==> config.mk <==
export PLATFORM = sky130hd
export DESIGN_NAME = sdc_dev_flat
export DESIGN_NICKNAME = d
export VERILOG_FILES = /design/src/sdc_pkg.sv /design/src/sdc_bus_if.sv /design/src/sdc_dev.sv /design/src/flat_wrapper.sv
export SDC_FILE = /design/constraint.sdc
export NUM_CORES = 1
export LEC_CHECK = 0
export BUFFER_PORTS_ARGS = -buffer_cell sky130_fd_sc_hd__clkbuf_2
export CORE_UTILIZATION = 45
export CTS_BUF_LIST = sky130_fd_sc_hd__clkbuf_16
export DETAILED_ROUTE_END_ITERATION = 6
export PLACE_DENSITY = 0.68
export SYNTH_ARGS = -nofsm -noshare
export SYNTH_HDL_FRONTEND = slang
export SYNTH_SLANG_ARGS = --single-unit
==> constraint.sdc <==
create_clock -name clock_i -period 1.9 [get_ports clock_i]
set_clock_uncertainty 0.05 [all_clocks]
set_input_delay 0.19 -clock clock_i [delete_from_list [all_inputs] [get_ports clock_i]]
set_output_delay 0.19 -clock clock_i [all_outputs]
set_load 0.01 [all_outputs]
==> src/sdc_pkg.sv <==
// Package of command encodings, field widths and reference-level constants for the decoder
package sdc_pkg;

  // ----------------------------------------------------------------
  // Address field widths (sized for the part that is built)
  // ----------------------------------------------------------------
  localparam int GROUP_W = 2;
  localparam int BANK_W  = 2;
  localparam int ADDR_W  = 18;
  localparam int OPC_W   = 18;

  // ----------------------------------------------------------------
  // Address bit positions
  // ----------------------------------------------------------------
  localparam int AUTO_CLOSE_BIT = 10;
  localparam int BURST_CHOP_BIT = 12;
  localparam int RESV_MODE_BIT  = 17;
  localparam int STROBE_LO_BIT  = 14;

  // ----------------------------------------------------------------
  // Mode register 6 reference fields and mode register 0 burst fields
  // ----------------------------------------------------------------
  localparam logic [2:0] REF_MODE_SEL   = 3'h6;
  localparam int         REF_VALUE_LSB  = 0;
  localparam int         REF_VALUE_W    = 6;
  localparam int         REF_RANGE_BIT  = 6;
  localparam int         REF_ENABLE_BIT = 7;
  localparam logic [5:0] REF_STEPS      = 6'h32;
  localparam logic [5:0] REF_VALUE_RST  = 6'h00;
  localparam logic       REF_RANGE_RST  = 1'b0;
  localparam int         BURST_MODE_BIT = 0;
  localparam logic [1:0] BURST_OTF      = 2'h1;
  localparam logic [2:0] BURST_MODE_SEL = 3'h0;
  // Range floors and step in hundredths of a percent of the I/O supply
  localparam int RANGE1_FLOOR = 6000;
  localparam int RANGE2_FLOOR = 4500;
  localparam int REF_STEP     = 65;

  // ----------------------------------------------------------------
  // Decoded command classes
  // ----------------------------------------------------------------
  typedef enum logic [3:0] {
    SDC_CMD_DESELECT, SDC_CMD_MODE_SET, SDC_CMD_REFRESH, SDC_CMD_SLEEP_ENTRY,
    SDC_CMD_SLEEP_EXIT, SDC_CMD_BANK_CLOSE, SDC_CMD_ALL_CLOSE, SDC_CMD_ACTIVATE,
    SDC_CMD_WRITE, SDC_CMD_READ, SDC_CMD_NULL, SDC_CMD_PD_ENTRY, SDC_CMD_PD_EXIT,
    SDC_CMD_CAL_LONG, SDC_CMD_CAL_SHORT, SDC_CMD_RESERVED
  } sdc_cmd_t;

  typedef enum logic [2:0] {
    SDC_REQ_IDLE, SDC_REQ_MODE_SET, SDC_REQ_REFRESH, SDC_REQ_ACTIVATE,
    SDC_REQ_BANK_CLOSE, SDC_REQ_WRITE, SDC_REQ_READ, SDC_REQ_CAL
  } sdc_req_t;

endpackage

==> src/sdc_bus_if.sv <==
// Interface carrying the command/address pins between controller and device
`timescale 1ns/100ps
interface sdc_bus_if;
  import sdc_pkg::*;
  logic                 reset_n;
  logic                 chip_select_n;
  logic                 clock_gate;
  logic                 row_open_select;
  logic                 row_strobe_pin;
  logic                 column_strobe_pin;
  logic                 write_strobe_pin;
  logic [GROUP_W-1:0]   group_select;
  logic [BANK_W-1:0]    bank_select;
  logic [ADDR_W-1:0]    addr;
  logic                 termination_control;

  modport ctrl (output reset_n, chip_select_n, clock_gate, row_open_select, row_strobe_pin,
                column_strobe_pin, write_strobe_pin, group_select, bank_select, addr,
                termination_control);
  modport dev  (input reset_n, chip_select_n, clock_gate, row_open_select, row_strobe_pin,
                column_strobe_pin, write_strobe_pin, group_select, bank_select, addr,
                termination_control);
endinterface

==> src/sdc_dev.sv <==
// Device end: command decoder of the synchronous DRAM
// Summary of operation
// - Decode command from pins at rising edge.
// - Row-open select picks strobes or upper address.
// - Field widths sized per built part.
// - Group/bank select bank, or mode register.
// - Address bit 17 reserved during mode set.
// - Reset input is asynchronous only, held high; here it is synchronised through two flops and acts at the clock edge.
// - Bursts never cut; fixed/per-command from mode.
// - Chop pin picks four/eight; bit 10 auto-close.
// - One reserved encoding never issued.
// - Valid fields driven to defined levels.
// - Termination ignored; unavailable in sleep renew.
// - Sleep renew exit synchronous from controller.
// - Null only for power-saving exit, gear-down.
// - Null never replaces a deselect.
// - No refresh activity during power-down.
// - Two reference ranges: 60-92% and 45-77%.
// - Fifty reference settings, about 0.65% steps.
// - Chip select high executes no new command.
// - Mode set drives all three strobes low.
`timescale 1ns/100ps
module sdc_dev
  import sdc_pkg::*;
#(
  parameter int BANKS_PER_GROUP = 4,
  parameter int GROUPS          = 4
) (
  // Clock and reset
  input  wire logic                    clock_i,
  input  wire logic                    rst_i,
  // Pin side
  sdc_bus_if.dev                       bus,
  // Decoded command
  output sdc_pkg::sdc_cmd_t            cmd_o,
  output logic                         cmd_valid_o,
  output logic [GROUP_W-1:0]           cmd_group_o,
  output logic [BANK_W-1:0]            cmd_bank_o,
  output logic [ADDR_W-1:0]            cmd_addr_o,
  output logic                         cmd_auto_close_o,
  output logic                         cmd_chop_o,
  // Device state
  output logic                         sleep_o,
  output logic                         powerdown_o,
  output logic                         termination_o,
  output logic                         ref_enable_o,
  output logic                         ref_range_o,
  output logic [REF_VALUE_W-1:0]       ref_value_o,
  output logic [15:0]                  ref_level_o,
  output logic                         burst_otf_o
);
  import sdc_pkg::*;

  // Geometry that the select fields cannot address is refused at elaboration
  if (GROUPS < 1 || BANKS_PER_GROUP < 1 ||
      GROUPS > (1 << GROUP_W) || BANKS_PER_GROUP > (1 << BANK_W)) begin : g_geom_check
    $error("Bank geometry does not fit the select fields");
  end

  // ----------------------------------------------------------------
  // Input synchronisers (pins come from outside the clock domain)
  // ----------------------------------------------------------------
  localparam int PIN_W = 7 + GROUP_W + BANK_W + ADDR_W;
  logic [PIN_W-1:0] pin_meta_reg;
  logic [PIN_W-1:0] pin_reg;
  logic             rstn_meta_reg;
  logic             rstn_reg;

  always_ff @(posedge clock_i) begin
    pin_meta_reg <= {bus.chip_select_n, bus.clock_gate, bus.row_open_select,
                     bus.row_strobe_pin, bus.column_strobe_pin, bus.write_strobe_pin,
                     bus.termination_control, bus.group_select, bus.bank_select, bus.addr};
    pin_reg      <= pin_meta_reg;
  end

  // Pin reset is sampled as a level; it is a reset input, not a command
  always_ff @(posedge clock_i) begin
    rstn_meta_reg <= bus.reset_n;
    rstn_reg      <= rstn_meta_reg;
  end

  logic               cs_n, gate, row_open, ras, cas, we, term;
  logic [GROUP_W-1:0] grp;
  logic [BANK_W-1:0]  bank;
  logic [ADDR_W-1:0]  addr;
  logic [ADDR_W-1:0]  full_addr;
  logic               gate_prev_reg;
  logic               dev_rst;

  assign {cs_n, gate, row_open, ras, cas, we, term, grp, bank, addr} = pin_reg;
  assign dev_rst = rst_i | ~rstn_reg;

  // When row-open select is low the strobes are upper row address bits
  always_comb begin
    full_addr = addr;
    if (!row_open) begin
      full_addr[STROBE_LO_BIT +: 3] = {ras, cas, we};
    end
  end

  // ----------------------------------------------------------------
  // Command classification
  // ----------------------------------------------------------------
  sdc_cmd_t cmd;

  always_comb begin
    cmd = SDC_CMD_DESELECT;
    if (gate_prev_reg && !gate) begin
      // Only deselect or refresh may drop the clock gate
      if (cs_n)
        cmd = SDC_CMD_PD_ENTRY;
      else if (row_open && {ras, cas, we} == 3'h1)
        cmd = SDC_CMD_SLEEP_ENTRY;
      else
        cmd = SDC_CMD_RESERVED;
    end else if (!gate_prev_reg && gate) begin
      // Exit detected synchronously on the first high gate
      cmd = sleep_o ? SDC_CMD_SLEEP_EXIT : SDC_CMD_PD_EXIT;
    end else if (!gate) begin
      cmd = SDC_CMD_DESELECT;
    end else if (cs_n) begin
      cmd = SDC_CMD_DESELECT;
    end else if (!row_open) begin
      cmd = SDC_CMD_ACTIVATE;
    end else begin
      // Decode on the levels at the edge; termination is not looked at
      case ({ras, cas, we})
        3'h0: cmd = SDC_CMD_MODE_SET;
        3'h1: cmd = SDC_CMD_REFRESH;
        3'h2: cmd = addr[AUTO_CLOSE_BIT] ? SDC_CMD_ALL_CLOSE : SDC_CMD_BANK_CLOSE;
        3'h3: cmd = SDC_CMD_RESERVED;
        3'h4: cmd = SDC_CMD_WRITE;
        3'h5: cmd = SDC_CMD_READ;
        3'h6: cmd = addr[AUTO_CLOSE_BIT] ? SDC_CMD_CAL_LONG : SDC_CMD_CAL_SHORT;
        3'h7: cmd = SDC_CMD_NULL;
        default: cmd = SDC_CMD_RESERVED;
      endcase
    end
  end

  // ----------------------------------------------------------------
  // Decoded command outputs
  // ----------------------------------------------------------------
  always_ff @(posedge clock_i) begin
    if (dev_rst) begin
      cmd_o            <= SDC_CMD_DESELECT;
      cmd_valid_o      <= 1'b0;
      cmd_group_o      <= '0;
      cmd_bank_o       <= '0;
      cmd_addr_o       <= '0;
      cmd_auto_close_o <= 1'b0;
      cmd_chop_o       <= 1'b0;
    end else begin
      cmd_o            <= cmd;
      // Reserved, null and deselect cycles carry no action
      cmd_valid_o      <= !(cmd inside {SDC_CMD_DESELECT, SDC_CMD_RESERVED, SDC_CMD_NULL});
      cmd_group_o      <= grp;
      cmd_bank_o       <= bank;
      cmd_addr_o       <= full_addr;
      cmd_auto_close_o <= addr[AUTO_CLOSE_BIT];
      // Chop only honoured in per-command burst mode
      cmd_chop_o       <= burst_otf_o & ~addr[BURST_CHOP_BIT];
    end
  end

  // ----------------------------------------------------------------
  // Low-power state
  // ----------------------------------------------------------------
  always_ff @(posedge clock_i) begin
    if (dev_rst) begin
      gate_prev_reg <= 1'b1;
      sleep_o       <= 1'b0;
      powerdown_o   <= 1'b0;
    end else begin
      gate_prev_reg <= gate;
      if (cmd == SDC_CMD_SLEEP_ENTRY)
        sleep_o <= 1'b1;
      else if (cmd == SDC_CMD_SLEEP_EXIT)
        sleep_o <= 1'b0;
      // No refresh is ever started while powered down
      if (cmd == SDC_CMD_PD_ENTRY)
        powerdown_o <= 1'b1;
      else if (cmd == SDC_CMD_PD_EXIT)
        powerdown_o <= 1'b0;
    end
  end

  // Termination disabled while in sleep renew
  always_ff @(posedge clock_i) begin
    if (dev_rst)
      termination_o <= 1'b0;
    else
      termination_o <= term & ~sleep_o;
  end

  // ----------------------------------------------------------------
  // Mode register fields held by the decoder
  // ----------------------------------------------------------------
  logic mode_hit;
  assign mode_hit = (cmd == SDC_CMD_MODE_SET);

  always_ff @(posedge clock_i) begin
    if (dev_rst) begin
      ref_enable_o <= 1'b0;
      ref_range_o  <= REF_RANGE_RST;
      ref_value_o  <= REF_VALUE_RST;
      burst_otf_o  <= 1'b0;
    end else if (mode_hit) begin
      // Bit 17 is ignored here
      if ({grp[0], bank} == REF_MODE_SEL) begin
        ref_enable_o <= addr[REF_ENABLE_BIT];
        ref_range_o  <= addr[REF_RANGE_BIT];
        // Settings past the last step are refused
        if (addr[REF_VALUE_LSB +: REF_VALUE_W] < REF_STEPS)
          ref_value_o <= addr[REF_VALUE_LSB +: REF_VALUE_W];
      end
      if ({grp[0], bank} == BURST_MODE_SEL)
        burst_otf_o <= (addr[1:0] == BURST_OTF);
    end
  end

  // Level in hundredths of a percent of the I/O supply
  always_ff @(posedge clock_i) begin
    if (dev_rst)
      ref_level_o <= 16'(RANGE1_FLOOR);
    else
      ref_level_o <= 16'((ref_range_o ? RANGE2_FLOOR : RANGE1_FLOOR)
                         + REF_STEP * int'(ref_value_o));
  end

endmodule

==> src/flat_wrapper.sv <==
// flat-port wrapper written by rule: the top's interface ports become plain ports
module sdc_dev_flat import sdc_pkg::*;
#(
  parameter int BANKS_PER_GROUP = 4,
  parameter int GROUPS          = 4
)
  (clock_i, rst_i, cmd_o, cmd_valid_o, cmd_group_o, cmd_bank_o, cmd_addr_o, cmd_auto_close_o, cmd_chop_o, sleep_o, powerdown_o, termination_o, ref_enable_o, ref_range_o, ref_value_o, ref_level_o, burst_otf_o, bus_reset_n, bus_chip_select_n, bus_clock_gate, bus_row_open_select, bus_row_strobe_pin, bus_column_strobe_pin, bus_write_strobe_pin, bus_group_select, bus_bank_select, bus_addr, bus_termination_control);
  sdc_bus_if bus_i ();
  input  wire logic clock_i;
  input  wire logic rst_i;
  output sdc_pkg::sdc_cmd_t cmd_o;
  output logic cmd_valid_o;
  output logic [GROUP_W-1:0] cmd_group_o;
  output logic [BANK_W-1:0] cmd_bank_o;
  output logic [ADDR_W-1:0] cmd_addr_o;
  output logic cmd_auto_close_o;
  output logic cmd_chop_o;
  output logic sleep_o;
  output logic powerdown_o;
  output logic termination_o;
  output logic ref_enable_o;
  output logic ref_range_o;
  output logic [REF_VALUE_W-1:0] ref_value_o;
  output logic [15:0] ref_level_o;
  output logic burst_otf_o;
  input wire logic [$bits(bus_i.reset_n)-1:0] bus_reset_n;
  input wire logic [$bits(bus_i.chip_select_n)-1:0] bus_chip_select_n;
  input wire logic [$bits(bus_i.clock_gate)-1:0] bus_clock_gate;
  input wire logic [$bits(bus_i.row_open_select)-1:0] bus_row_open_select;
  input wire logic [$bits(bus_i.row_strobe_pin)-1:0] bus_row_strobe_pin;
  input wire logic [$bits(bus_i.column_strobe_pin)-1:0] bus_column_strobe_pin;
  input wire logic [$bits(bus_i.write_strobe_pin)-1:0] bus_write_strobe_pin;
  input wire logic [$bits(bus_i.group_select)-1:0] bus_group_select;
  input wire logic [$bits(bus_i.bank_select)-1:0] bus_bank_select;
  input wire logic [$bits(bus_i.addr)-1:0] bus_addr;
  input wire logic [$bits(bus_i.termination_control)-1:0] bus_termination_control;
  assign bus_i.reset_n = bus_reset_n;
  assign bus_i.chip_select_n = bus_chip_select_n;
  assign bus_i.clock_gate = bus_clock_gate;
  assign bus_i.row_open_select = bus_row_open_select;
  assign bus_i.row_strobe_pin = bus_row_strobe_pin;
  assign bus_i.column_strobe_pin = bus_column_strobe_pin;
  assign bus_i.write_strobe_pin = bus_write_strobe_pin;
  assign bus_i.group_select = bus_group_select;
  assign bus_i.bank_select = bus_bank_select;
  assign bus_i.addr = bus_addr;
  assign bus_i.termination_control = bus_termination_control;
  sdc_dev #(.BANKS_PER_GROUP(BANKS_PER_GROUP), .GROUPS(GROUPS)) u_core (.clock_i(clock_i), .rst_i(rst_i), .bus(bus_i), .cmd_o(cmd_o), .cmd_valid_o(cmd_valid_o), .cmd_group_o(cmd_group_o), .cmd_bank_o(cmd_bank_o), .cmd_addr_o(cmd_addr_o), .cmd_auto_close_o(cmd_auto_close_o), .cmd_chop_o(cmd_chop_o), .sleep_o(sleep_o), .powerdown_o(powerdown_o), .termination_o(termination_o), .ref_enable_o(ref_enable_o), .ref_range_o(ref_range_o), .ref_value_o(ref_value_o), .ref_level_o(ref_level_o), .burst_otf_o(burst_otf_o));
endmodule
==> results of run 1 <==
report_power, final:
part | switching, mW | leakage, nW | internal (mW)
Combinational | 0.105 | 1.05 | 0.132
Clock | 1.01 | 0.300 | 2.15
Sequential | 0.0453 | 0.955 | 2.51
logic make-up (layout without fill, tap and decap cells):
family          Yosys count  in the layout  synth area share
compound gates           45             45           0.09868
xor+xnor                  5              5           0.01256
fa+ha+maj                 7              7           0.02512
buf+inv                  20            161           0.03193
flops                   115            115            0.6602
mux                      10             10           0.03158
other cells               1              2          0.001075
simple gates             82             82            0.1389
through the flow:
stage               cells  worst slack (ns)  area, µm²
global placement      465           0.06860       4016
finish                526            0.1133       4930
global route          526          0.005987       4930
CTS                   526           0.05949       4913
floorplan             286           0.07923       3491
detailed placement    465           0.04081       4016
synth_stat cells, drive strengths merged, types with 3 or more instances:
cell type	instances
o21ai	12
nand2b	4
and2b	3
a21oi	6
nand3	3
and2	24
a21o	4
buf	10
nor3	4
ha	7
inv	6
clkbuf	4
nor2	16
xnor2	3
mux2i	8
o21a	4
dfxtp	115
nand4	3
nand2	13
layout by cell type, fill, tap and decap left out, drive strengths merged, types with 2 or more instances in the layout:
| master | count |
|---|---|
| nand4 | 3 |
| nor2 | 16 |
| nor4bb | 2 |
| a31oi | 2 |
| xnor2 | 3 |
| inv | 8 |
| buf | 8 |
| a21o | 4 |
| dfxtp | 115 |
| xor2 | 2 |
| conb | 2 |
| nand3b | 2 |
| ha | 7 |
| nor3b | 2 |
| o221a | 2 |
| clkbuf | 103 |
| o211a | 2 |
| o21a | 4 |
| a211oi | 2 |
| dlygate4sd3 | 30 |
| nand3 | 3 |
| bufinv | 4 |
| clkinv | 7 |
| nand2b | 4 |
| and2 | 24 |
| nor3 | 4 |
| nand2 | 13 |
| mux2i | 8 |
| a21oi | 6 |
| and2b | 3 |
| o21ai | 12 |
| mux2 | 2 |
| and3 | 2 |
| o2bb2ai | 2 |
metal layers:
layer  GRT usage  vias up
met2      0.3085       69
met3     0.06937       12
met4     0.09274        0
li1            -     1234
met5           0        -
met1      0.1700     1112
critical path, delay by kind of cell, from the launching register on:
family | cells | cell delay, ns
compound gates | 4 | 0.67
fa+ha+maj | 2 | 0.44
flops | 1 | 0.34
simple gates | 1 | 0.15
layout make-up:
class / instances / area [µm²] / share of cell area
Tap cell: 99 / 123.9 / 0.02513
Clock inverter: 14 / 171.4 / 0.03477
Multi-Input combinational cell: 151 / 1089 / 0.2208
Timing Repair Buffer: 124 / 790.8 / 0.1604
Clock buffer: 17 / 425.4 / 0.08629
Inverter: 6 / 22.52 / 0.004569
Sequential cell: 115 / 2307 / 0.4680
timing repair:
action | CTS | global route
endpoints found under the setup margin | 1 | 7
buffers inserted | 0 | 0
hold endpoints to repair | 30 | 0
hold buffers | 30 | 0
gates cloned | 0 | 0
gates resized for setup | 1 | 6
final timing paths:
path                            to  slack [ns]  depth (start not counted)
max          u_core.ref_level_o[8]        0.11                          7
min             u_core.pin_reg[11]        0.27                          0
max reg2reg  u_core.ref_level_o[8]        0.11                          7
min reg2reg     u_core.pin_reg[11]        0.27                          0
==> flow_metrics.py, run 1 <==
metrics = {
    "status": {
        "status": "complete, no violations",
    },
    "grt": {
        "grt_pass1_wl_um": 10720,
        "track_usage": 0.1727,
        "grt_max_degree": 42,
        "grt-ovfl-total": 0,
        "first_global_vias": 2441,
        "grt_antenna_before_repair": 0,
    },
    "floorplanning": {
        "placeableCoreArea_mm2": 0.007370,
        "die_width_um": 90.03,
        "initial_core_util": 0.4732,
        "num_rows": 31,
        "ioPinCount": 89,
        "dieArea_mm2": 0.008105,
        "die-height_um": 90.03,
    },
    "cts": {
        "clock_latency_ns": 0.40,
        "cts_sinks": 115,
        "clk_pin_slew_ns": 0.05,
        "cts-root-buf": "clkbuf_16",
        "htreeDepth": 4,
        "cts_buffers": 17,
        "cts_tree": "built",
        "clockBufferDepth": 2,
    },
    "sta": {
        "relSlewSlack": 0.5913,
        "timing.hold.ws_ns": 0.2741,
        "final.period_utilization": 0.9404,
        "rsz0062_at_grt": "false",
        "hold_violations": 0,
        "slew_viol_final": 0,
        "fmax_mhz": 559.7,
        "finalSetupViolCount": 0,
        "period_minus_slack_ns": 1.787,
        "finalSetupTns_ns": 0,
        "worst_pin_slew_ns": 0.6130,
    },
    "detailed_routing": {
        "wirelength_met1_um": 2588,
        "drt_first_iter_violations": 107,
        "routedWlPerCell_um": 12.36,
        "ant_nets": 0,
        "vias_per_cell": 4.614,
        "vias": 2427,
        "met2_length_um": 3479,
        "top_layer": "met4",
        "first_pass_iters": 4,
        "drt_wl_total_um": 6503,
        "wl_met3_um": 334,
        "drcViolationCount": 0,
    },
    "synth": {
        "yosysTopAreaCellShare": 0.6602,
        "synth_area_per_cell_um2": 12.24,
        "yosysWarnings": 0,
        "synthTopCellsByArea": "dfxtp_1 (66%), and2_1 (3.9%), ha_1 (2.5%)",
        "synth-seq-area-share": 0.6602,
        "synthesis.area_mm2": 0.003487,
        "synth-edff-count": 0,
        "ys_ff_latch": 115,
        "synthCells": 285,
        "synthFlopType": "dfxtp_1",
        "async_flop_share": 0,
        "yosys.area.top_type": "dfxtp_1",
        "ys_types": 55,
    },
    "place": {
        "place_hpwl_um": 4202,
        "portBuffers": 86,
        "routabilityCongestion": 0.9249,
    },
    "finish": {
        "final_core_util": 0.6689,
        "diodes": 0,
        "area_growth_pct": 41.37,
        "nNetsFinal": 454,
        "n_fill_cell": 585,
        "drive_gt1_frac": 0.3255,
    },
    "setup_path": {
        "path_max_fanout": 5,
        "cp_data_required_time_ns": 2.11,
        "crit_chain": "ha_1, ha_1, o21a_1, o21a_1, o21ai_1, a21oi_1, nand3b_1",
        "cpPeakStageDelay_ns": 0.34,
        "critPathKind": "flop to flop",
        "critPathLaunchType": "flop",
        "cp_slowest_cell": "dfxtp_2",
        "crit_arrival_ns": 2.00,
        "startpoint": "u_core.ref_range_o",
        "worst_r2r_startpoint": "u_core.ref_range_o",
        "end_kind": "flop",
    },
    "power_and_ir_drop": {
        "p_leak_nw": 2.302,
        "powerDensity_mw_per_mm2": 1208,
        "p_total_mw": 5.954,
        "ir_drop_uv": 847.4,
    },
    "job": {
        "max_cap_viol_count": 0,
    },
    "min_path": {
        "worst_hold_path_type": "flop to flop",
        "worstHoldStart": "u_core.pin_meta_reg[11]",
    },
}
Power figures use the tool's default switching activity.
==> run 2: changes to the inputs <==
Settings changed: CORE_UTILIZATION 45 to 38, CTS_BUF_LIST sky130_fd_sc_hd__clkbuf_16 to not set, PLACE_DENSITY 0.68 to 0.59.
==> run 2 against run 1 <==
Net effect:
- the flow now finishes with violations (design-rule violations)
- non-clock buffer count rose by 1
- first-iteration DRC count fell by 53%
- global-route usage fell by 1.7 points
- clock-buffer cell count did not move
==> flow_metrics.py, run 2 (synthesis results as in run 1) <==
metrics = {
    "detailed_routing": {
        "drcViolationCount": 11,
        "met2_length_um": 3345,
        "vias_per_cell": 4.555,
        "first_pass_iters": 6,
        "ant_nets": 0,
        "top_layer": "met4",
        "drt_wl_total_um": 6721,
        "wirelength_met1_um": 2878,
        "vias": 2446,
        "wl_met3_um": 318,
        "drt_first_iter_violations": 50,
        "routedWlPerCell_um": 12.52,
    },
    "sta": {
        "finalSetupTns_ns": 0,
        "relSlewSlack": 0.5656,
        "final.period_utilization": 0.9719,
        "fmax_mhz": 541.5,
        "worst_pin_slew_ns": 0.6516,
        "period_minus_slack_ns": 1.847,
        "hold_violations": 0,
        "finalSetupViolCount": 0,
        "timing.hold.ws_ns": 0.2710,
        "slew_viol_final": 0,
    },
    "place": {
        "portBuffers": 86,
        "routabilityCongestion": 0.8010,
        "place_inst": 475,
        "place_hpwl_um": 4493,
        "placed_cell_area_mm2": 0.004035,
    },
    "cts": {
        "cts_sinks": 115,
        "clk_pin_slew_ns": 0.06,
        "clockBufferDepth": 2,
        "cts_buffers": 17,
        "cts_tree": "built",
        "clock_latency_ns": 0.50,
        "htreeDepth": 4,
        "cts-root-buf": "clkbuf_8",
    },
    "finish": {
        "layout_common_cells": "dfxtp_1 (112), clkbuf_2 (86), dlygate4sd3_1 (30), and2_1 (22)",
        "diodes": 0,
        "design_area_mm2": 0.005001,
        "drive_gt1_frac": 0.3403,
        "final_core_util": 0.5679,
        "layout_commonest_cell": "dfxtp_1",
        "fin_cells": 537,
        "nNetsFinal": 455,
        "area_growth_pct": 43.42,
    },
    "status": {
        "status": "finished, violations left",
        "violations": "design-rule violations",
    },
    "grt": {
        "track_usage": 0.1553,
        "grt_antenna_before_repair": 0,
        "first_global_vias": 2388,
        "grt_max_degree": 42,
        "grt-ovfl-total": 0,
        "grt_pass1_wl_um": 11250,
    },
    "power_and_ir_drop": {
        "p_switching_mw": 1.260,
        "ir_drop_uv": 537.7,
        "intPower_mw": 4.916,
        "p_leak_nw": 2.314,
        "p_seq_frac": 0.414,
        "swShare": 0.2040,
        "p_comb_frac": 0.039,
        "pwr-share-clk": 0.548,
        "powerDensity_mw_per_mm2": 1235,
    },
    "setup_path": {
        "critPathLaunchType": "flop",
        "r2r_cells": 7,
        "path_max_fanout": 5,
        "crit_arrival_ns": 2.21,
        "cp_data_required_time_ns": 2.26,
        "end_kind": "flop",
        "critPathKind": "flop to flop",
    },
    "job": {
        "max_cap_viol_count": 0,
    },
    "floorplanning": {
        "die-height_um": 97.80,
        "die_width_um": 97.80,
        "placeableCoreArea_mm2": 0.008806,
        "ioPinCount": 89,
        "initial_core_util": 0.3960,
        "num_rows": 34,
        "dieArea_mm2": 0.009564,
    },
    "min_path": {
        "worst_hold_path_type": "primary input to flop",
        "worstHoldPathCells": 2,
    },
}
## run 2: path summary, 6_finish.rpt
kind / slack, ns / from / endpoint
max: 0.05 / u_core.ref_range_o / u_core.ref_level_o[12]
min: 0.27 / bus_column_strobe_pin / u_core.pin_meta_reg[24]
max reg2reg: 0.05 / u_core.ref_range_o / u_core.ref_level_o[12]
min reg2reg: 0.27 / u_core.pin_meta_reg[4] / u_core.pin_reg[4]
## run 2: layout make-up
cell class                 count  area [µm²]
clock inverter                15       227.7
timing repair buffer         125       798.3
clock buffer                  17       414.1
multi-input combinational    151        1097
inverter                       6       22.52
sequential                   115        2306
fill                         765        3805
tap                          108       135.1
## run 2: power groups by stage
stage / Sequential (mW) / Combinational (mW) / Clock (mW)
floorplan: 2.60 / 0.114 / 0
global placement: 2.60 / 0.190 / 0
detailed placement: 2.61 / 0.192 / 0
CTS: 2.55 / 0.241 / 3.47
global route: 2.57 / 0.264 / 3.59
finish: 2.56 / 0.239 / 3.38
## run 2: critical path, cell delays in order (launching register included)
cell and delay [ns]:
dfxtp_2 0.34, ha_1 0.22, ha_1 0.23, o21a_1 0.22
o21a_1 0.19, o21ai_1 0.20, a21oi_1 0.12, o211ai_1 0.20
## run 2: metal layers
layer | vias to the layer above | GRT usage
li1 | 1238 | -
met1 | 1123 | 0.1745
met2 | 72 | 0.2520
met3 | 13 | 0.05655
met4 | 0 | 0.09557
met5 | - | 0
## run 2: stage by stage
step | power (mW) | worst slack, ns
3_5_place_dp | 2.798 | 0.01768
5_1_grt | 6.425 | -0.03266
3_3_place_gp | 2.794 | 0.04552
2_1_floorplan | 2.716 | 0.07923
4_1_cts | 6.268 | 0.07181
6_report | 6.175 | 0.05331
## run 2: timing repair
action,in CTS,in global routing
endpoints found under the hold margin,30,0
resized for setup,1,7
hold buffers,30,0
setup buffers,0,0
pin swaps,0,1
setup endpoints to repair,2,12
